**config.mk**
```make
export PLATFORM = sky130hd
export DESIGN_NAME = bcs_top
export DESIGN_NICKNAME = d
export VERILOG_FILES = /design/src/bcs_pkg.sv /design/src/bcs_attr_ctrl.sv /design/src/bcs_rate_divider.sv /design/src/bcs_top.sv
export SDC_FILE = /design/constraint.sdc
export NUM_CORES = 1
export LEC_CHECK = 0
export BUFFER_PORTS_ARGS = -buffer_cell sky130_fd_sc_hd__buf_2
export CORE_MARGIN = 4
export CORE_UTILIZATION = 38
export DETAILED_ROUTE_END_ITERATION = 6
export PLACE_DENSITY = 0.59
export SLEW_MARGIN = 15
export SYNTH_ARGS = -nofsm -noshare
export SYNTH_HDL_FRONTEND = slang
export SYNTH_HIERARCHICAL = 1
export SYNTH_SLANG_ARGS = --single-unit
```
**constraint.sdc**
```tcl
create_clock -name core_clk_i -period 4.45 [get_ports core_clk_i]
set_clock_uncertainty 0.05 [all_clocks]
set_input_delay 0.6675 -clock core_clk_i [delete_from_list [all_inputs] [get_ports core_clk_i]]
set_output_delay 0.6675 -clock core_clk_i [all_outputs]
set_load 0.1 [all_outputs]
```
**src/bcs_pkg.sv**
```systemverilog
// What this block does
// - all rates divide from one 13.5168 MHz crystal
// - nine rates, 150 up to 38400 bps
// - transmit and receive rates chosen independently
// - external clock drives both, no internal rate
// - default straps select 9600 for both
// - attribute source is bit eight or shift codes
// - default attribute source is shift codes
// - attribute type blink or reverse, blink default
// - screen polarity strap: present forward, absent reverse
// - disable strap suppresses half intensity
// - charset strap: present standard, absent alternate
// - default format eight bits, no parity
// - default remote init on form feed
// - form feed reinitialises; host waits 34 ms fill
// - eight-bit mode: bit eight selects attribute
// - shift-out sets, shift-in clears attribute
// - parity straps pick odd, even or none
package bcs_pkg;
    localparam int unsigned CLK_HZ      = 100_000_000;
    localparam int unsigned XTAL_HZ     = 13_516_800;
    // 16x oversampling ticks: xtal / 16 / rate; 38400 needs divide by 22
    localparam int unsigned OVERSAMPLE  = 16;
    localparam int unsigned BASE_DIV    = XTAL_HZ / (OVERSAMPLE * 38400);
    localparam int unsigned NUM_RATES   = 9;
    localparam int unsigned FILL_MS     = 34;
    localparam int unsigned FILL_CYC    = (CLK_HZ / 1000) * FILL_MS;
    // phase accumulator steps xtal out of the 100 MHz core clock
    localparam logic [31:0] XTAL_STEP   = 32'h229A_5EBB; // round(2^32*xtal/clk)
    localparam logic [3:0]  RATE_9600   = 4'h6;
    localparam logic [3:0]  RATE_EXT    = 4'h9;
    localparam logic [7:0]  CHAR_FF     = 8'h0C;
    localparam logic [7:0]  CHAR_SO     = 8'h0E;
    localparam logic [7:0]  CHAR_SI     = 8'h0F;
    localparam int unsigned ATTR_BIT    = 7;

    typedef enum logic [1:0]
    {
        BCS_PAR_NONE = 2'b00,
        BCS_PAR_ODD  = 2'b01,
        BCS_PAR_EVEN = 2'b10
    } bcs_parity_t;

    // decoded, latched option set
    typedef struct packed
    {
        logic [3:0]  tx_rate;
        logic [3:0]  rx_rate;
        logic        src_bit_eight;
        logic        attr_reverse;
        logic        forward_video;
        logic        half_int_enable;
        logic        charset_std;
        bcs_parity_t parity;
        logic        ff_init_enable;
    } bcs_cfg_t;
endpackage

```
**src/bcs_attr_ctrl.sv**
```systemverilog
// per-character attribute tracking from bit eight or shift codes
module bcs_attr_ctrl
(
    // clock and reset
    input  wire logic       core_clk_i,
    input  wire logic       reset_n_i,
    // configuration
    input  wire logic       src_bit_eight_i,
    input  wire logic       ff_init_enable_i,
    // received characters
    input  wire logic       rx_valid_i,
    input  wire logic [7:0] rx_data_i,
    // decoded character
    output logic            char_valid_o,
    output logic [6:0]      char_code_o,
    output logic            char_attr_o,
    output logic            init_pulse_o
);
    logic shift_out;
    logic is_so;
    logic is_si;
    logic is_ff;
    logic next_attr;

    // shift codes compare only the seven-bit code
    assign is_so     = rx_data_i[6:0] == bcs_pkg::CHAR_SO[6:0];
    assign is_si     = rx_data_i[6:0] == bcs_pkg::CHAR_SI[6:0];
    assign is_ff     = rx_data_i[6:0] == bcs_pkg::CHAR_FF[6:0];
    assign next_attr = src_bit_eight_i ? rx_data_i[bcs_pkg::ATTR_BIT] : shift_out;

    always_ff @(posedge core_clk_i or negedge reset_n_i)
    begin
        if (!reset_n_i)
        begin
            shift_out    <= 1'b0;
            char_valid_o <= 1'b0;
            char_code_o  <= 7'h00;
            char_attr_o  <= 1'b0;
            init_pulse_o <= 1'b0;
        end
        else
        begin
            if (rx_valid_i && !src_bit_eight_i && is_so)
                shift_out <= 1'b1;
            else if (rx_valid_i && !src_bit_eight_i && is_si)
                shift_out <= 1'b0;
            // in shift-code mode the shift codes themselves are not displayed
            char_valid_o <= rx_valid_i && (src_bit_eight_i || !(is_so || is_si));
            if (rx_valid_i)
            begin
                char_code_o <= rx_data_i[6:0];
                char_attr_o <= next_attr;
            end
            init_pulse_o <= rx_valid_i && ff_init_enable_i && is_ff;
        end
    end
endmodule

```
**src/bcs_rate_divider.sv**
```systemverilog
// crystal-rate prescale and binary chain producing nine tick pulses
module bcs_rate_divider
(
    // clock and reset
    input  wire logic       core_clk_i,
    input  wire logic       reset_n_i,
    // one-cycle ticks, index 0 = 150 .. 8 = 38400
    output logic [8:0]      rate_tick_o
);
    logic [31:0] phase;
    logic [32:0] next_phase;
    logic        xtal_tick;
    logic [4:0]  pre_cnt;
    logic        pre_tick;
    logic [7:0]  chain;
    logic [7:0]  next_chain;

    // phase accumulator emulates the crystal edge rate
    assign next_phase = {1'b0, phase} + {1'b0, bcs_pkg::XTAL_STEP};
    assign xtal_tick  = next_phase[32];
    assign pre_tick   = xtal_tick && (pre_cnt == 5'(bcs_pkg::BASE_DIV - 1));
    assign next_chain = chain + 8'h01;

    always_ff @(posedge core_clk_i or negedge reset_n_i)
    begin
        if (!reset_n_i)
        begin
            phase   <= 32'h0000_0000;
            pre_cnt <= 5'h00;
            chain   <= 8'h00;
        end
        else
        begin
            phase <= next_phase[31:0];
            if (xtal_tick)
                pre_cnt <= pre_tick ? 5'h00 : pre_cnt + 5'h01;
            if (pre_tick)
                chain <= next_chain;
        end
    end

    // each binary stage halves the rate; a tick marks its carry
    assign rate_tick_o[8] = pre_tick;
    genvar g;
    generate
        for (g = 0; g < 8; g++)
        begin : g_stage
            assign rate_tick_o[7 - g] = pre_tick && (&chain[g:0]);
        end
    endgenerate
endmodule

```
**src/bcs_top.sv**
```systemverilog
// strap-configured baud clocking and option selection
module bcs_top
(
    // clock and reset
    input  wire logic          core_clk_i,
    input  wire logic          reset_n_i,
    // straps, sampled a few cycles after reset release
    input  wire logic [3:0]    tx_rate_strap_i,
    input  wire logic [3:0]    rx_rate_strap_i,
    input  wire logic          bit_eight_source_post_i,
    input  wire logic          shift_code_source_post_i,
    input  wire logic          reverse_attr_post_i,
    input  wire logic          blink_attr_post_i,
    input  wire logic          screen_polarity_strap_i,
    input  wire logic          half_intensity_disable_strap_i,
    input  wire logic          charset_select_strap_i,
    input  wire logic [1:0]    parity_strap_i,
    input  wire logic          formfeed_init_strap_i,
    // serial port external clock pin
    input  wire logic          ext_clk_pin_i,
    // received characters from the serial receiver
    input  wire logic          rx_valid_i,
    input  wire logic [7:0]    rx_data_i,
    // bit-rate enables
    output logic               tx_tick_o,
    output logic               rx_tick_o,
    // decoded settings
    output bcs_pkg::bcs_cfg_t  cfg_o,
    output logic               attr_blink_o,
    output logic               attr_reverse_o,
    // character path
    output logic               char_valid_o,
    output logic [6:0]         char_code_o,
    output logic               char_attr_o,
    // remote initialisation
    output logic               init_pulse_o,
    output logic               fill_busy_o
);
    logic [8:0]        rate_tick;
    logic [12:0]       strap_sync1;
    logic [12:0]       strap_sync2;
    logic [1:0]        cap_cnt;
    logic              captured;
    logic [2:0]        ext_sync;
    logic              ext_edge;
    logic              tx_sel_tick;
    logic              rx_sel_tick;
    logic [21:0]       fill_cnt;
    logic              init_raw;
    bcs_pkg::bcs_cfg_t next_cfg;
    bcs_pkg::bcs_cfg_t cfg;

    // rate code to tick; codes beyond the table give no tick
    function automatic logic pick_tick(input logic [3:0] code, input logic [8:0] ticks);
        pick_tick = (code < 4'h9) ? ticks[code] : 1'b0;
    endfunction

    bcs_rate_divider u_div
    (
        .core_clk_i  (core_clk_i),
        .reset_n_i   (reset_n_i),
        .rate_tick_o (rate_tick)
    );

    // straps and the clock pin are asynchronous; two stages before use
    always_ff @(posedge core_clk_i or negedge reset_n_i)
    begin
        if (!reset_n_i)
        begin
            strap_sync1 <= 13'h0000;
            strap_sync2 <= 13'h0000;
            ext_sync    <= 3'h0;
        end
        else
        begin
            strap_sync1 <= {bit_eight_source_post_i, shift_code_source_post_i,
                            reverse_attr_post_i, blink_attr_post_i,
                            screen_polarity_strap_i, half_intensity_disable_strap_i,
                            charset_select_strap_i, parity_strap_i,
                            formfeed_init_strap_i, 3'h0};
            strap_sync2 <= strap_sync1;
            ext_sync    <= {ext_sync[1:0], ext_clk_pin_i};
        end
    end

    // rate straps: separate two-stage pair
    logic [7:0] rate_sync1;
    logic [7:0] rate_sync2;
    always_ff @(posedge core_clk_i or negedge reset_n_i)
    begin
        if (!reset_n_i)
        begin
            rate_sync1 <= 8'h00;
            rate_sync2 <= 8'h00;
        end
        else
        begin
            rate_sync1 <= {tx_rate_strap_i, rx_rate_strap_i};
            rate_sync2 <= rate_sync1;
        end
    end

    // decode straps; shift codes win when both or neither source posted
    always_comb
    begin
        next_cfg                 = cfg;
        next_cfg.tx_rate         = rate_sync2[7:4];
        next_cfg.rx_rate         = rate_sync2[3:0];
        next_cfg.src_bit_eight   = strap_sync2[12] && !strap_sync2[11];
        next_cfg.attr_reverse    = strap_sync2[10] && !strap_sync2[9];
        next_cfg.forward_video   = strap_sync2[8];
        next_cfg.half_int_enable = !strap_sync2[7];
        next_cfg.charset_std     = strap_sync2[6];
        unique case (strap_sync2[5:4])
            2'b01:   next_cfg.parity = bcs_pkg::BCS_PAR_ODD;
            2'b10:   next_cfg.parity = bcs_pkg::BCS_PAR_EVEN;
            default: next_cfg.parity = bcs_pkg::BCS_PAR_NONE;
        endcase
        next_cfg.ff_init_enable  = strap_sync2[3];
    end

    // capture once, a few cycles after release, then freeze; default
    // values mirror the factory strapping until capture
    always_ff @(posedge core_clk_i or negedge reset_n_i)
    begin
        if (!reset_n_i)
        begin
            cap_cnt  <= 2'h0;
            captured <= 1'b0;
            cfg      <= '{tx_rate: bcs_pkg::RATE_9600, rx_rate: bcs_pkg::RATE_9600,
                          src_bit_eight: 1'b0, attr_reverse: 1'b0,
                          forward_video: 1'b1, half_int_enable: 1'b1,
                          charset_std: 1'b1, parity: bcs_pkg::BCS_PAR_NONE,
                          ff_init_enable: 1'b1};
        end
        else if (!captured)
        begin
            cap_cnt <= cap_cnt + 2'h1;
            if (cap_cnt == 2'h3)
            begin
                captured <= 1'b1;
                cfg      <= next_cfg;
            end
        end
    end

    // external clock: rising edge of the synchronised pin feeds both sides
    assign ext_edge    = ext_sync[1] && !ext_sync[2];
    assign tx_sel_tick = (cfg.tx_rate == bcs_pkg::RATE_EXT || cfg.rx_rate == bcs_pkg::RATE_EXT)
                         ? ext_edge : pick_tick(cfg.tx_rate, rate_tick);
    assign rx_sel_tick = (cfg.tx_rate == bcs_pkg::RATE_EXT || cfg.rx_rate == bcs_pkg::RATE_EXT)
                         ? ext_edge : pick_tick(cfg.rx_rate, rate_tick);

    // registered enables, one cycle wide
    always_ff @(posedge core_clk_i or negedge reset_n_i)
    begin
        if (!reset_n_i)
        begin
            tx_tick_o <= 1'b0;
            rx_tick_o <= 1'b0;
        end
        else
        begin
            tx_tick_o <= captured && tx_sel_tick;
            rx_tick_o <= captured && rx_sel_tick;
        end
    end

    assign cfg_o          = cfg;
    assign attr_blink_o   = !cfg.attr_reverse;
    assign attr_reverse_o = cfg.attr_reverse;

    bcs_attr_ctrl u_attr
    (
        .core_clk_i       (core_clk_i),
        .reset_n_i        (reset_n_i),
        .src_bit_eight_i  (cfg.src_bit_eight),
        .ff_init_enable_i (cfg.ff_init_enable),
        .rx_valid_i       (rx_valid_i && captured),
        .rx_data_i        (rx_data_i),
        .char_valid_o     (char_valid_o),
        .char_code_o      (char_code_o),
        .char_attr_o      (char_attr_o),
        .init_pulse_o     (init_raw)
    );

    // fill window after form feed; characters in it are the host's fault
    always_ff @(posedge core_clk_i or negedge reset_n_i)
    begin
        if (!reset_n_i)
            fill_cnt <= 22'h000000;
        else if (init_raw)
            fill_cnt <= 22'(bcs_pkg::FILL_CYC);
        else if (fill_cnt != 22'h000000)
            fill_cnt <= fill_cnt - 22'h000001;
    end

    assign init_pulse_o = init_raw;
    assign fill_busy_o  = fill_cnt != 22'h000000;

    property p_tick_one_cycle;
        @(posedge core_clk_i) disable iff (!reset_n_i)
        tx_tick_o |=> !tx_tick_o;
    endproperty
    a_tick_one_cycle: assert property (p_tick_one_cycle) else $error("tx tick too wide");

    property p_same_rate;
        @(posedge core_clk_i) disable iff (!reset_n_i)
        (cfg.tx_rate == cfg.rx_rate) |-> (tx_tick_o == rx_tick_o);
    endproperty
    a_same_rate: assert property (p_same_rate) else $error("shared rate ticks differ");

    property p_cfg_frozen;
        @(posedge core_clk_i) disable iff (!reset_n_i)
        $past(captured) |-> $stable(cfg);
    endproperty
    a_cfg_frozen: assert property (p_cfg_frozen) else $error("config changed after capture");

    property p_fill;
        @(posedge core_clk_i) disable iff (!reset_n_i)
        init_raw |=> fill_busy_o [*8];
    endproperty
    a_fill: assert property (p_fill) else $error("fill window missing");

    property p_fastest;
        @(posedge core_clk_i) disable iff (!reset_n_i)
        rate_tick[8] |=> !rate_tick[8] [*8];
    endproperty
    a_fastest: assert property (p_fastest) else $error("fastest tick spacing short");

    property p_slow_sub;
        @(posedge core_clk_i) disable iff (!reset_n_i)
        rate_tick[0] |-> rate_tick[1] && rate_tick[8];
    endproperty
    a_slow_sub: assert property (p_slow_sub) else $error("chain ticks not nested");

    // type taken from the posts at capture; the two outputs stay complements
    property p_blink_rev;
        @(posedge core_clk_i) disable iff (!reset_n_i)
        $rose(captured)
            |-> (attr_reverse_o == ($past(strap_sync2[10]) && !$past(strap_sync2[9])))
            && (attr_blink_o != attr_reverse_o);
    endproperty
    a_blink_rev: assert property (p_blink_rev) else $error("attribute type ambiguous");

    property p_ff_off;
        @(posedge core_clk_i) disable iff (!reset_n_i)
        !cfg.ff_init_enable |-> !init_raw;
    endproperty
    a_ff_off: assert property (p_ff_off) else $error("init without strap");

    property p_rx_one_cycle;
        @(posedge core_clk_i) disable iff (!reset_n_i)
        rx_tick_o |=> !rx_tick_o;
    endproperty
    a_rx_one_cycle: assert property (p_rx_one_cycle) else $error("rx tick too wide");

    // either side on the pin puts both sides on it
    property p_ext_shared;
        @(posedge core_clk_i) disable iff (!reset_n_i)
        (cfg.tx_rate == bcs_pkg::RATE_EXT || cfg.rx_rate == bcs_pkg::RATE_EXT)
            |-> (tx_tick_o == rx_tick_o);
    endproperty
    a_ext_shared: assert property (p_ext_shared) else $error("external ticks differ");

    // no tick leaves before the straps are frozen
    property p_no_tick_early;
        @(posedge core_clk_i) disable iff (!reset_n_i)
        !captured |-> !tx_tick_o && !rx_tick_o;
    endproperty
    a_no_tick_early: assert property (p_no_tick_early) else $error("tick before capture");

    property p_default_rate;
        @(posedge core_clk_i) disable iff (!reset_n_i)
        captured && (cfg.tx_rate == bcs_pkg::RATE_9600) && (cfg.rx_rate != bcs_pkg::RATE_EXT)
            && rate_tick[bcs_pkg::RATE_9600] |=> tx_tick_o;
    endproperty
    a_default_rate: assert property (p_default_rate) else $error("9600 tick not passed");

    property p_bit_eight_attr;
        @(posedge core_clk_i) disable iff (!reset_n_i)
        captured && cfg.src_bit_eight && rx_valid_i
            |=> char_valid_o && (char_attr_o == $past(rx_data_i[7]));
    endproperty
    a_bit_eight_attr: assert property (p_bit_eight_attr) else $error("bit eight attr lost");

    // in shift-code mode, shift codes steer the attribute and are never shown
    property p_shift_suppress;
        @(posedge core_clk_i) disable iff (!reset_n_i)
        captured && !cfg.src_bit_eight && rx_valid_i
            && (rx_data_i[6:0] == bcs_pkg::CHAR_SO[6:0] || rx_data_i[6:0] == bcs_pkg::CHAR_SI[6:0])
            |=> !char_valid_o;
    endproperty
    a_shift_suppress: assert property (p_shift_suppress) else $error("shift code shown");

    property p_init_src;
        @(posedge core_clk_i) disable iff (!reset_n_i)
        init_raw |-> $past(rx_valid_i) && ($past(rx_data_i[6:0]) == bcs_pkg::CHAR_FF[6:0]);
    endproperty
    a_init_src: assert property (p_init_src) else $error("init without form feed");

    property p_cap_video;
        @(posedge core_clk_i) disable iff (!reset_n_i)
        $rose(captured)
            |-> (cfg.forward_video == $past(strap_sync2[8]))
            && (cfg.half_int_enable == !$past(strap_sync2[7]))
            && (cfg.charset_std == $past(strap_sync2[6]));
    endproperty
    a_cap_video: assert property (p_cap_video) else $error("video straps misread");

    property p_src_excl;
        @(posedge core_clk_i) disable iff (!reset_n_i)
        $rose(captured)
            |-> (cfg.src_bit_eight == ($past(strap_sync2[12]) && !$past(strap_sync2[11])));
    endproperty
    a_src_excl: assert property (p_src_excl) else $error("attribute source misread");

    c_tx_tick:  cover property (@(posedge core_clk_i) tx_tick_o);
    c_init:     cover property (@(posedge core_clk_i) init_raw);
    c_attr_set: cover property (@(posedge core_clk_i) char_valid_o && char_attr_o);
    c_ext_tick: cover property (@(posedge core_clk_i) cfg.rx_rate == bcs_pkg::RATE_EXT && rx_tick_o);
    c_split:    cover property (@(posedge core_clk_i) captured && tx_tick_o && !rx_tick_o);
endmodule
```
; After elaboration in Yosys (flattened, before gate mapping)
; Cells that the tools add are included.
[totals]
reg_bits = 138
wordCells = 105
out_inout_bits = 31
inputBits = 30
[op_classes]
n_reduce_logical = 42
magnitude_cmp = 4
n_mux = 17
bitwise = 1
n_eq_ne = 9
add_sub_neg = 5
[ops]
columns = cell, count
row1 = 22-bit two-way mux, 2
row2 = "32-bit by 30-bit adder with 33-bit output, second input constant", 1
row3 = 22-bit nonzero test, 1
row4 = "22-bit by 1-bit subtractor with 22-bit output, second input constant", 1
row5 = "7-bit by 4-bit equality test with 1-bit output, second input constant", 3
row6 = 1-bit logical AND, 21
row7 = 1-bit two-way mux, 11
row8 = "4-bit by 5-bit less-than comparator with 1-bit output, second input constant", 2
row9 = "8-bit by 1-bit adder with 8-bit output, second input constant", 1
row10 = 1-bit binary-select mux with 4-bit select, 2
row11 = "4-bit equality test, second input constant", 2
row12 = "4-bit less-than comparator, second input constant", 2
row13 = 8-bit AND reduction, 1
row14 = 1-bit logical NOT, 7
row15 = 7-bit AND reduction, 1
row16 = 6-bit AND reduction, 1
row17 = "5-bit by 1-bit adder with 5-bit output, second input constant", 1
row18 = "5-bit equality test, second input constant", 1
row19 = 5-bit two-way mux, 1
row20 = 5-bit AND reduction, 1
row21 = "2-bit equality test, second input constant", 2
row22 = 2-bit one-hot mux with 2 select lines, 1
row23 = 2-bit AND reduction, 2
row24 = 4-bit AND reduction, 1
row25 = 6 further kinds, 9

; Longest topological paths before layout
; Gate-level depths: netlist of run 1.
[logic_depth]
depth_word = 8
depth_mapped = 13

; Hierarchy
; The synthesis of run 1 kept the hierarchy.
[by_module_without_submodules]
columns = mod, cells_per_inst, n_inst, area_each_um2, seq_area_each_um2
row1 = bcs_top, 283, 1, 3360.7, 2062.0
row2 = bcs_rate_divider, 200, 1, 2234.6, 1126.1
row3 = bcs_attr_ctrl, 31, 1, 445.4, 275.3

; Worst setup path after synthesis of run 1
; OpenSTA, ideal clock, no wires.
[synth_timing]
kind = flip-flop to flip-flop
start = register u_div.phase[0]
end = register rx_tick_o
path_slack_ps = 1808
setup_time_ps = 71
path_buffers = 1
required_ps = 4329
arrival_ps = 2521
path_stages_with_launch = 14
path_cell_list = dfrtp_1 inv_1 ha_1 nand2b_1 a31oi_2 o2111ai_1 and2_1 buf_6 nor3_4 and2_1 mux4_2 mux2i_1 o21a_1 nor2_1
[synth_via]
elab_chain_cells = 8
word_cells_on_any_way = 15
[synth_rtl]
columns = item, line_no
row1 = from (decl), bcs_rate_divider.sv:10  ; logic [31:0] phase;
row2 = from (signal assigned), bcs_rate_divider.sv:34  ; phase <= next_phase[31:0];
row3 = 32-bit by 30-bit adder with 33-bit output, bcs_rate_divider.sv:19  ; assign next_phase = {1'b0, phase} + {1'b0, bcs_pkg::XTAL_STEP};
row4 = 1-bit logical AND, bcs_rate_divider.sv:21  ; assign pre_tick = xtal_tick && (pre_cnt == 5'(bcs_pkg::BASE_DIV - 1));
row5 = net u_div.pre_tick, bcs_rate_divider.sv:14  ; logic pre_tick;
row6 = 1-bit logical AND, bcs_rate_divider.sv:48  ; assign rate_tick_o[7 - g] = pre_tick && (&chain[g:0]);
row7 = net rate_tick[3], bcs_top.sv:39  ; logic [8:0] rate_tick;
row8 = 1-bit binary-select mux with 4-bit select, bcs_top.sv:55  ; pick_tick = (code < 4'h9) ? ticks[code] : 1'b0;
row9 = 1-bit two-way mux (not written as such), bcs_top.sv:55
row10 = 1-bit two-way mux, bcs_top.sv:55
row11 = 1-bit two-way mux, bcs_top.sv:152  ; ? ext_edge : pick_tick(cfg.rx_rate, rate_tick);
row12 = 1-bit logical AND, bcs_top.sv:165  ; rx_tick_o <= captured && rx_sel_tick;
row13 = to (signal assigned), bcs_top.sv:165
row14 = to (decl), bcs_top.sv:26  ; output logic rx_tick_o,
; The timed path passes the listed nets, and every way through them passes these cells. The select of a mux whose other input is x is not followed.
; A chain may end at the register's enable or synchronous reset.

; Worst setup path after layout of run 1
[layout_timing]
start = register u_div.phase[0]
end = register tx_tick_o
[layout_via]
elab_chain_cells = 8
word_cells_on_any_way = 15
[layout_rtl]
columns = item, line_no
row1 = 32-bit by 30-bit adder with 33-bit output, bcs_rate_divider.sv:19
row2 = 1-bit logical AND, bcs_rate_divider.sv:21
row3 = net rate_tick[8], bcs_top.sv:39
row4 = 1-bit logical AND, bcs_rate_divider.sv:48
row5 = net rate_tick[3], bcs_top.sv:39
row6 = 1-bit binary-select mux with 4-bit select, bcs_top.sv:55
row7 = 1-bit two-way mux (not written as such), bcs_top.sv:55
row8 = 1-bit two-way mux, bcs_top.sv:55
row9 = 1-bit two-way mux, bcs_top.sv:150  ; ? ext_edge : pick_tick(cfg.tx_rate, rate_tick);
row10 = 1-bit logical AND, bcs_top.sv:164  ; tx_tick_o <= captured && tx_sel_tick;
row11 = to (signal assigned), bcs_top.sv:164
row12 = to (decl), bcs_top.sv:25  ; output logic tx_tick_o,
; The timed path passes the listed nets, and every way through them passes these cells. The select of a mux whose other input is x is not followed.

==> results of run 1 <==
## cell families after synthesis
kind of cell	after synthesis	share of synthesized area, %
adder cells (fa/ha/maj)	8	1.66
multiplexers	32	6.50
XOR/XNOR	31	4.49
flip-flops	138	57.3
AO/OA/AOI/OAI	82	9.45
buffers and inverters	31	2.65
AND/OR/NAND/NOR	192	17.9
## final timing paths
path	from	endpoint	slack (ps)	depth (start not counted)
max in group asynchronous	reset_n_i	cfg_o[5]$_DFFE_PN1P_	3190	2
setup reg to reg	u_div/phase[0]$_DFF_PN0_	tx_tick_o$_DFF_PN0_	1410	12
setup / recovery	u_div/phase[0]$_DFF_PN0_	tx_tick_o$_DFF_PN0_	1410	12
hold / removal	reset_n_i	fill_cnt[8]$_DFFE_PN0P_	220	1
hold reg to reg	strap_sync1[4]$_DFF_PN0_	strap_sync2[4]$_DFF_PN0_	300	0
min in group core_clk_i	strap_sync1[4]$_DFF_PN0_	strap_sync2[4]$_DFF_PN0_	300	0
## registers in the layout (all words and copies together), names as in the netlist, 7 cells and up
signal and count:
cfg_o 15, fill_cnt 22, rate_sync1 8, rate_sync2 8, strap_sync1 10, strap_sync2 10
u_attr/char_code_o 7, u_div/chain 8, u_div/phase 32
## area by class of cell
type	instances	area, sq um
Clock buffer	17	425
Inverter	15	56.3
Sequential cell	138	3460
Clock inverter	15	134
Timing Repair Buffer	64	337
Fill cell	1422	8270
Tap cell	211	264
Multi-Input combinational cell	345	2420
## stage by stage
step / instances / utilization, % / power [uW] / hold WS, ps
3_3_place_gp: 773 / 42.5 / 2090 / 282
6_report: 805 / 46.2 / 3390 / 218
4_1_cts: 805 / 46.2 / 3450 / 245
3_5_place_dp: 773 / 42.5 / 2110 / 285
5_1_grt: 805 / 46.2 / 3570 / 269
2_1_floorplan: 514 / - / 1970 / 281
## power by group through the flow
stage	clock [uW]	sequential (uW)	combinational (uW)
3_5_place_dp	0	1540	572
6_report	1310	1520	568
3_3_place_gp	0	1530	555
5_1_grt	1410	1540	622
2_1_floorplan	0	1630	335
4_1_cts	1360	1520	574
## worst max-delay path: stages (launching register included)
cell and delay, ps:
dfrtp_1 340, inv_1 60, ha_1 210, nand2b_1 210, a31oi_2 370, o2111ai_1 160, and2_1 300, nor3_4 450
and2_1 220, mux2i_1 80, nor4b_1 260, nor2_1 70, a31oi_1 160
## layout by cell type, fill, tap and decap left out, drive strengths merged, types with 4 or more instances in the layout
master,synthesis,routed
a2111oi,5,5
a211oi,6,6
a21oi,14,14
a31oi,6,6
and2,10,10
buf,8,64
clkbuf,8,17
clkinv,0,8
dfrtp,130,130
dfstp,8,8
ha,8,8
inv,15,22
mux2,19,19
mux2i,10,10
nand2,67,67
nand3,9,9
nand3b,5,5
nand4,7,7
nor2,34,34
nor2b,14,14
nor3,10,10
nor4,8,8
nor4b,4,4
o21ai,22,22
o31ai,4,4
xnor2,21,21
xor2,10,10
## routing by layer
layer / GRT usage, % / up-vias / share of wire, % / wire length, um
li1: - / 1948 / - / -
met1: 17.3 / 1970 / 46 / 5240
met2: 21.8 / 48 / 49 / 5520
met3: 4.73 / 12 / 3.4 / 388
met4: 4.13 / 0 / 1.2 / 131
met5: 0 / - / 0 / 0
==> impl_summary.txt, run 1 <==
----------------------------------------------------
[Finish]
  Antenna cells ... 0
  Net count of the finished layout ... 619
  Proportion of layout cells with a drive suffix above 1 ... 24.9%
  Post-route standard cell area excluding fillers ... 7100 sq um
  Layout-stage area growth over the synthesis result ... 17.5%

[Synth]
  Number of flops mapped to enable cells by yosys ... 0
  Fraction of registers with async set/reset ... 100%
  Prevailing post-synth register cell ... dfrtp_1
  Sequential fraction of the synthesis area ... 57.3%
  Yosys warns ... 6
  Cell types with the largest area share after synthesis ... dfrtp_1, nand2_1, dfstp_2, xnor2_1, mux2_2
  Netlist area before placement ... 6040 sq um
  Syn nets ... 552
  Number of register bits inferred by synthesis ... 138
  Share of the synthesized area in the top cell type ... 53.9%
  Post-synthesis cell type with the largest combined area ... dfrtp_1
  Ranking of synthesized cells by instance count ... dfrtp_1, nand2_1, nor2_1
  Cell count after synthesis ... 514
  Syn_area_per_cell ... 11.8 sq um
  Count leader, synth ... dfrtp_1
  Count of distinct cell types in the synthesized netlist ... 68

[Place]
  Setup slack at placement ... 1450 ps
  Post-DP Area ... 6540 sq um
  Port Buffers ... 60
  Post-DP HPWL ... 7.76 mm
  Global placer's final weighted congestion ... 0.786

[Pwr]
  Peak ir drop on the vdd network ... 393 uV
  Proportion of power drawn by the clock network ... 38.5%
  Static power due to leakage ... 0.00318 uW
  Pwr/cell area ... 478 nW/um^2
  Power share of the combinational group ... 16.8%
  Net switching fraction of the power ... 31.7%
  Net load switching power ... 1080 uW
  Internal power contribution ... 2320 uW
  Sequential Power Share ... 44.7%

[Route]
  Post-DRT Antenna Nets ... 0
  DRT Wirelength ... 11.3 mm
  First-iteration detailed-routing DRC count ... 260
  First-pass iteration count of the detailed router ... 4
  Remaining routing DRC violations ... 0
  Via-per-instance ratio ... 4.94
  Wirelength per Cell ... 14.0 um
  Via count ... 3,978

[Global routing]
  Largest net degree at the start of global routing ... 76
  Initial antenna violation count ... 0
  Overall fraction of global-route tracks in use ... 13.5%
  Number of global-route vias before repair ... 4,135
  First-pass GRT wire length ... 19.7 mm
  Grt ovf ... 0

[STA]
  Setup slack of the critical path after layout ... 1410 ps
  Upper clock frequency limit ... 329 MHz
  Unrepaired setup endpoints after global routing ... false
  Worst Tran Pin Value ... 702 ps
  Final number of hold-violating endpoints ... 0
  Count of endpoints failing setup in the final report ... 0
  Final Slew Violations ... 0
  Setup TNS Final ... 0 ps
  Clock period minus final worst setup slack ... 3040 ps
  Ratio of final minimum period to clock period ... 68.2%
  Headroom to the max-slew limit ... 53.2%

[Critical path]
  Maximum net fanout on the critical path ... 10
  Critical path data required time ... 4730 ps
  Startpoint types ... flip-flop
  Worst setup path category ... flip-flop to flip-flop
  Crit. End Element ... flip-flop
  Crit path DAT ... 3310 ps

[CTS]
  Num CTS Buffers ... 17
  Master cell of the clock root buffer ... clkbuf_16
  Clk pin slew, worst setup/hold paths ... 60 ps
  Number of resized instances in the post-cts repair step ... 0
  Number of buffers on the longest clock path ... 2
  H-tree depth reported by CTS ... 4
  Number of post-CTS setup repair buffers ... 0
  Hold_buf cts ... 0
  Clk sinks ... 138
  Clock latency on the worst-skew pair ... 420 ps
  Clock tree from TritonCTS ... done

[Floorplanning]
  I/O pin cnt ... 61
  Die ar. ... 18,000 sq um
  Row Count ... 45
  Effective utilization at floorplan ... 39.3%
  Horizontal die dimension ... 134 um
  Core ar. ... 15,400 sq um
  Die Span Y ... 134 um

[Min path]
  Class of the tightest hold or removal check ... primary input to async pin

[Flow run]
  Max_cap viols ... 0

[Status]
  Status ... completed

----------------------------------------------------
Note: power is estimated with default switching activity, not from simulation.
==> inputs of run 2 (changes only) <==
--- a/config.mk
+++ b/config.mk
@@ -5,11 +5,12 @@
 export SDC_FILE = /design/constraint.sdc
 export NUM_CORES = 1
 export LEC_CHECK = 0
+export ABC_AREA = 1
 export BUFFER_PORTS_ARGS = -buffer_cell sky130_fd_sc_hd__buf_2
 export CORE_MARGIN = 4
 export CORE_UTILIZATION = 38
 export DETAILED_ROUTE_END_ITERATION = 6
-export PLACE_DENSITY = 0.59
+export PLACE_DENSITY = 0.61
 export SLEW_MARGIN = 15
 export SYNTH_ARGS = -nofsm -noshare
 export SYNTH_HDL_FRONTEND = slang
==> constraint.sdc (replaced) <==
create_clock -name core_clk_i -period 2.7 [get_ports core_clk_i]
set_clock_uncertainty 0.05 [all_clocks]
set_input_delay 0.405 -clock core_clk_i [delete_from_list [all_inputs] [get_ports core_clk_i]]
set_output_delay 0.405 -clock core_clk_i [all_outputs]
set_load 0.1 [all_outputs]
==> run 2 against run 1 <==
Cell count up 40%. Core utilization decreased by 0.22 points. Flip-flop and latch count is the same. Non-clock buffer count is 3 higher. Largest power group unchanged. Combinational power increased by 83%. First-iteration DRC count grew 32%. Worst hold slack worse by 170 ps. Via count up 33%. Clock power grew 86%. Sequential share of layout area is 5.5 points lower.
==> impl_summary.txt, run 2 <==
----------------------------------------------------
[Status]
  Status ... completed

[Route]
  Post-DRT Antenna Nets ... 0
  Via-per-instance ratio ... 4.69
  DRT Wirelength ... 14.6 mm
  Met3 wire len ... 531 um
  Total routed wire length on the met1 layer ... 6.84 mm
  First-pass iteration count of the detailed router ... 4
  Highest metal layer used by the detailed router ... met5
  Remaining routing DRC violations ... 0
  Met2 routed wirelength ... 6.96 mm
  First-iteration detailed-routing DRC count ... 342
  Via count ... 5,277
  Wirelength per Cell ... 13.0 um

[Pwr]
  Sequential Power Share ... 41.4%
  Power share of the combinational group ... 17.6%
  Net switching fraction of the power ... 30.0%
  Net load switching power ... 1780 uW
  Pwr/cell area ... 742 nW/um^2
  Internal power contribution ... 4160 uW
  Static power due to leakage ... 0.00402 uW
  Peak ir drop on the vdd network ... 466 uV
  Proportion of power drawn by the clock network ... 41.1%

[STA]
  Final number of hold-violating endpoints ... 0
  Unrepaired setup endpoints after global routing ... false
  Worst Tran Pin Value ... 564 ps
  Final Slew Violations ... 0
  Upper clock frequency limit ... 395 MHz
  Ratio of final minimum period to clock period ... 93.8%
  Count of endpoints failing setup in the final report ... 0
  Setup TNS Final ... 0 ps
  Headroom to the max-slew limit ... 62.4%
  Clock period minus final worst setup slack ... 2530 ps

[Synth]
  Count of distinct cell types in the synthesized netlist ... 47
  Post-synthesis cell type with the largest combined area ... dfrtp_1
  Number of register bits inferred by synthesis ... 138
  Adder-cell share of the synthesized area ... 1.47%
  Cell types with the largest area share after synthesis ... dfrtp_1, nand2_1, inv_1, nand3_1, nor2_1
  Yosys warns ... 6
  Cell count after synthesis ... 811
  Syn_area_per_cell ... 8.37 sq um
  Count leader, synth ... nand2_1
  Syn nets ... 849
  Post-synthesis simple-gate area fraction ... 29.7%
  Netlist area before placement ... 6790 sq um
  Share of the synthesized area in the top cell type ... 47.9%
  Sequential fraction of the synthesis area ... 51.0%
  Fraction of synthesized cell area in xor and xnor cells ... 4.39%
  Combinational family with the most area after synthesis ... simple AND/OR/NAND/NOR gates
  Synthesized-area fraction occupied by ao, oa, aoi and oai cells ... 6.10%
  Number of flops mapped to enable cells by yosys ... 0
  Share of cell area taken by muxes after synthesis ... 0%
  Fraction of registers with async set/reset ... 100%
  Prevailing post-synth register cell ... dfrtp_1
  Ranking of synthesized cells by instance count ... nand2_1, dfrtp_1, inv_1

[Floorplanning]
  Die Span Y ... 142 um
  Die ar. ... 20,100 sq um
  I/O pin cnt ... 61
  Row Count ... 48
  Horizontal die dimension ... 142 um
  Core ar. ... 17,400 sq um
  Effective utilization at floorplan ... 39.0%

[Finish]
  Layout-stage area growth over the synthesis result ... 17.9%
  Antenna cells ... 0
  Number of flip-flops under the largest register name ... 32
  Proportion of layout cells with a drive suffix above 1 ... 19.2%
  Net count of the finished layout ... 926
  Most frequent standard cell in the layout excluding fill and tap cells ... nand2_1
  Most used cells in the layout excluding fill and tap cells ... nand2_1, dfrtp_1, inv_1
  Final cell utilization of the core ... 46.0%
  Register name with the most flops ... u_div/phase

[CTS]
  Hold_buf cts ... 1
  Master cell of the clock root buffer ... clkbuf_16
  Number of resized instances in the post-cts repair step ... 0
  H-tree depth reported by CTS ... 4
  Clk sinks ... 138
  Clock tree from TritonCTS ... done
  Clk pin slew, worst setup/hold paths ... 60 ps
  Num CTS Buffers ... 17
  Number of buffers on the longest clock path ... 2
  Clock latency on the worst-skew pair ... 410 ps
  Number of post-CTS setup repair buffers ... 0

[Critical path]
  Gate family responsible for the most delay along the worst path ... buffers and inverters
  Most frequent CP cell ... nand2_2
  Bufs and invs on worst path ... 3
  Crit path DAT ... 2080 ps
  Critical Path Slowest Stage Cell ... dfrtp_1
  Crit. End Element ... output pin
  R2r setup slk ... 430 ps
  Maximum net fanout on the critical path ... 7
  Startpoint types ... flip-flop
  Biggest cell delay along the critical path ... 360 ps
  Worst setup path category ... flip-flop to output pin
  Critical path, cell by cell ... inv_1 > ha_1 > nand2_2 > inv_4 > nand2_2 > nor2_4 > nand2_4 > buf_2
  Critical path data required time ... 2250 ps

[Flow run]
  Max_cap viols ... 0

[Global routing]
  Number of global-route vias before repair ... 5,172
  Grt ovf ... 0
  First-pass GRT wire length ... 25.1 mm
  Largest net degree at the start of global routing ... 50
  Initial antenna violation count ... 1
  Overall fraction of global-route tracks in use ... 15.4%

[Min path]
  Class of the tightest hold or removal check ... primary input to flip-flop

[Place]
  Post-DP HPWL ... 10.9 mm
  Port Buffers ... 60
  Global placer's final weighted congestion ... 0.894

----------------------------------------------------
==> run 2: final timing paths <==
kind	from	to	cells past startpoint
min in group asynchronous	reset_n_i	rate_sync2[6]$_DFF_PN0_	2
worst max register to register	u_div/phase[0]$_DFF_PN0_	tx_tick_o$_DFF_PN0_	18
worst max-delay path	fill_cnt[0]$_DFFE_PN0P_	fill_busy_o	8
max in group asynchronous	reset_n_i	u_attr/char_code_o[2]$_DFFE_PN0P_	3
worst min register to register	rate_sync1[7]$_DFF_PN0_	rate_sync2[7]$_DFF_PN0_	0
worst min-delay path	parity_strap_i[0]	strap_sync1[4]$_DFF_PN0_	1
==> run 2: kinds of logic (layout without fill, tap and decap cells) <==
logic type / count (synthesis) / in the layout
AO/OA/AOI/OAI: 73 / 73
adder cells (fa/ha/maj): 8 / 8
XOR/XNOR: 34 / 34
AND/OR/NAND/NOR: 434 / 434
buffers and inverters: 124 / 214
flip-flops: 138 / 138
==> run 2: area by class of cell <==
cell class	instances	area, sq um
fillers	1682	9410
flip-flops and latches	138	3460
multi-input cells	549	2830
clock buffers	21	450
inverters	115	442
repair buffers	67	374
well taps	225	282
clock inverters	11	169
==> run 2: metrics by stage <==
| stage | setup slack, ps | std cells | instance area [sq um] | total power, uW | hold WS (ps) |
|---|---|---|---|---|---|
| floorplan | 511 | 811 | 6790 | 3280 | 59.4 |
| global route | 29.2 | 1126 | 8010 | 6260 | 29.8 |
| global placement | 453 | 1093 | 7380 | 3530 | 282 |
| detailed placement | 414 | 1093 | 7380 | 3540 | 285 |
| CTS | 140 | 1126 | 8010 | 6020 | 24.4 |
| finish | 168 | 1126 | 8010 | 5940 | 45.1 |
==> run 2: worst reg2reg max path, cell delays in order, from the launching register on <==
cell,delay (ps)
dfrtp_1,340
inv_1,50
ha_1,220
inv_1,60
nand2_1,60
nand2_1,90
nand2_1,60
nand2_1,110
nand2_1,80
nand2_2,100
nand2_2,70
nand2_4,90
nand2_2,110
buf_4,240
clkinv_4,80
nand3_1,70
o21ai_0,140
nand2_1,70
a21oi_1,130
==> run 2: per-layer routing <==
metal	vias up	track usage (%)
met5	-	0
met4	2	5.10
met3	22	3.81
met2	82	24.1
met1	2466	21.1
li1	2705	-
==> run 2: power by group through the flow <==
stage	Sequential (uW)	Combinational (uW)	Clock, uW
after floorplan	2650	633	0
after global placement	2490	1040	0
after detailed placement	2490	1050	0
after CTS	2460	1050	2510
after global routing	2490	1170	2610
final	2460	1040	2440
==> inputs of run 3 (changes only) <==
--- a/config.mk
+++ b/config.mk
@@ -8,9 +8,9 @@
 export ABC_AREA = 1
 export BUFFER_PORTS_ARGS = -buffer_cell sky130_fd_sc_hd__buf_2
 export CORE_MARGIN = 4
-export CORE_UTILIZATION = 38
+export CORE_UTILIZATION = 54
 export DETAILED_ROUTE_END_ITERATION = 6
-export PLACE_DENSITY = 0.61
+export PLACE_DENSITY = 0.8
 export SLEW_MARGIN = 15
 export SYNTH_ARGS = -nofsm -noshare
 export SYNTH_HDL_FRONTEND = slang
==> constraint.sdc (replaced) <==
create_clock -name core_clk_i -period 2.7 [get_ports core_clk_i]
set_clock_uncertainty 0.05 [all_clocks]
set_input_delay 0.405 -clock core_clk_i [delete_from_list [all_inputs] [get_ports core_clk_i]]
set_output_delay 0.405 -clock core_clk_i [all_outputs]
set_load 0.01 [all_outputs]
==> run 3 against run 2 <==
Cell count is 5.2% lower. Global-route usage up 5.8 points. Via count up 3.2%. Wire length down 1.4%. Worst hold slack worse by 11 ps. Critical path depth unchanged. Sequential share of layout area increased by 0.45 points. Non-clock buffer count fell by 1. Setup slack gained 89 ps. Fmax grew 3.6%.
==> impl_summary.txt, run 3 (synthesis gave the netlist of run 2 again) <==
----------------------------------------------------
[STA]
  Headroom to the max-slew limit ... 62.1%
  Final number of hold-violating endpoints ... 0
  Setup TNS Final ... 0 ps
  Ratio of final minimum period to clock period ... 90.5%
  Setup slack of the critical path after layout ... 257 ps
  Count of endpoints failing setup in the final report ... 0
  Final Slew Violations ... 0
  Clock period minus final worst setup slack ... 2440 ps
  Unrepaired setup endpoints after global routing ... false
  Upper clock frequency limit ... 409 MHz
  Worst Tran Pin Value ... 568 ps

[Critical path]
  Biggest cell delay along the critical path ... 350 ps
  Crit path DAT ... 1990 ps
  Critical Path Slowest Stage Cell ... dfrtp_1
  Startpoint types ... flip-flop
  Worst setup path category ... flip-flop to output pin
  Critical path, cell by cell ... inv_1 > ha_1 > nand2_2 > inv_4 > nand2_2 > nor2_4 > nand2_4 > buf_2
  Maximum net fanout on the critical path ... 7
  Crit. End Element ... output pin
  Most frequent CP cell ... nand2_2
  Critical path data required time ... 2250 ps

[CTS]
  Master cell of the clock root buffer ... clkbuf_16
  H-tree depth reported by CTS ... 4
  Num CTS Buffers ... 17
  Number of resized instances in the post-cts repair step ... 0
  Number of post-CTS setup repair buffers ... 0
  Clock latency on the worst-skew pair ... 420 ps
  Clock tree from TritonCTS ... done
  Number of buffers on the longest clock path ... 2
  Clk pin slew, worst setup/hold paths ... 60 ps
  Clk sinks ... 138

[Floorplanning]
  I/O pin cnt ... 61
  Row Count ... 40
  Die ar. ... 14,400 sq um
  Die Span Y ... 120 um
  Core ar. ... 12,200 sq um
  Horizontal die dimension ... 120 um
  Effective utilization at floorplan ... 55.8%

[Route]
  Via-per-instance ratio ... 5.10
  First-iteration detailed-routing DRC count ... 465
  Remaining routing DRC violations ... 0
  Via count ... 5,446
  Post-DRT Antenna Nets ... 0
  DRT Wirelength ... 14.4 mm
  Wirelength per Cell ... 13.5 um
  First-pass iteration count of the detailed router ... 5

[Finish]
  Register name with the most flops ... u_div/phase
  Most used cells in the layout excluding fill and tap cells ... nand2_1, dfrtp_1, inv_1
  Number of flip-flops under the largest register name ... 32
  Proportion of layout cells with a drive suffix above 1 ... 19.2%
  Antenna cells ... 0
  Net count of the finished layout ... 925
  Layout-stage area growth over the synthesis result ... 16.7%
  Most frequent standard cell in the layout excluding fill and tap cells ... nand2_1

[Global routing]
  Grt ovf ... 0
  First-pass GRT wire length ... 24.4 mm
  Number of global-route vias before repair ... 5,300
  Largest net degree at the start of global routing ... 59
  Overall fraction of global-route tracks in use ... 21.2%
  Initial antenna violation count ... 0

[Status]
  Status ... completed

[Place]
  Global placer's final weighted congestion ... 0.940
  Setup slack at placement ... 427 ps
  Post-DP HPWL ... 10.1 mm
  Port Buffers ... 60

[Pwr]
  Pwr/cell area ... 720 nW/um^2
  Peak ir drop on the vdd network ... 579 uV
  Static power due to leakage ... 0.00401 uW
  Overall power of the completed layout ... 5710 uW

[Flow run]
  Max_cap viols ... 0

[Min path]
  Class of the tightest hold or removal check ... primary input to flip-flop

----------------------------------------------------
[run 3: cell type report]
| type | instances | area [sq um] |
|---|---|---|
| clock buffer | 22 | 474 |
| clock inverter | 10 | 141 |
| fill | 1025 | 4240 |
| inverter | 115 | 442 |
| multi-input combinational | 549 | 2830 |
| sequential | 138 | 3460 |
| tap | 168 | 210 |
| timing repair buffer | 66 | 367 |
[run 3: power by group]
group / internal (uW) / switching, uW
registers: 2270 / 184
logic: 314 / 542
clock network: 1530 / 870
[run 3: per-layer routing]
metal	up-vias	global-route usage [%]	wire length, um
met3	34	6.17	636
met5	-	0	0
li1	2698	-	-
met2	136	33.2	6840
met4	0	7.73	317
met1	2578	28.1	6590
[run 3: what timing repair did]
item,CTS,global route
hold buffers,1,0
endpoints found under the hold margin,52,0
endpoints found under the setup margin,0,0
[run 3: final timing paths]
| kind | startpoint | endpoint | slack [ps] | cells past startpoint |
|---|---|---|---|---|
| setup / recovery | fill_cnt[0]$_DFFE_PN0P_ | fill_busy_o | 260 | 8 |
| hold / removal | screen_polarity_strap_i | strap_sync1[8]$_DFF_PN0_ | 30 | 1 |
| setup reg to reg | u_div/phase[0]$_DFF_PN0_ | tx_tick_o$_DFF_PN0_ | 330 | 18 |
| hold reg to reg | strap_sync1[3]$_DFF_PN0_ | strap_sync2[3]$_DFF_PN0_ | 290 | 0 |
| max in group asynchronous | reset_n_i | cfg_o[5]$_DFFE_PN1P_ | 1350 | 3 |
| min in group asynchronous | reset_n_i | rate_sync2[6]$_DFF_PN0_ | 450 | 2 |
[run 3: critical path: cells and delay by family (launching register included)]
kind,cells,cell delay [ps]
adder cells (fa/ha/maj),1,300
buffers and inverters,3,440
flip-flops,1,350
AND/OR/NAND/NOR,4,460
[run 3: through the flow]
stage	util [%]	std cells	hold WS [ps]	area [sq um]
after floorplan	-	811	59.4	6790
after detailed placement	60.0	1035	285	7300
after CTS	65.2	1068	15.7	7920
final	65.2	1068	33.6	7920
after global placement	60.0	1035	282	7300
after global routing	65.2	1068	13.1	7920
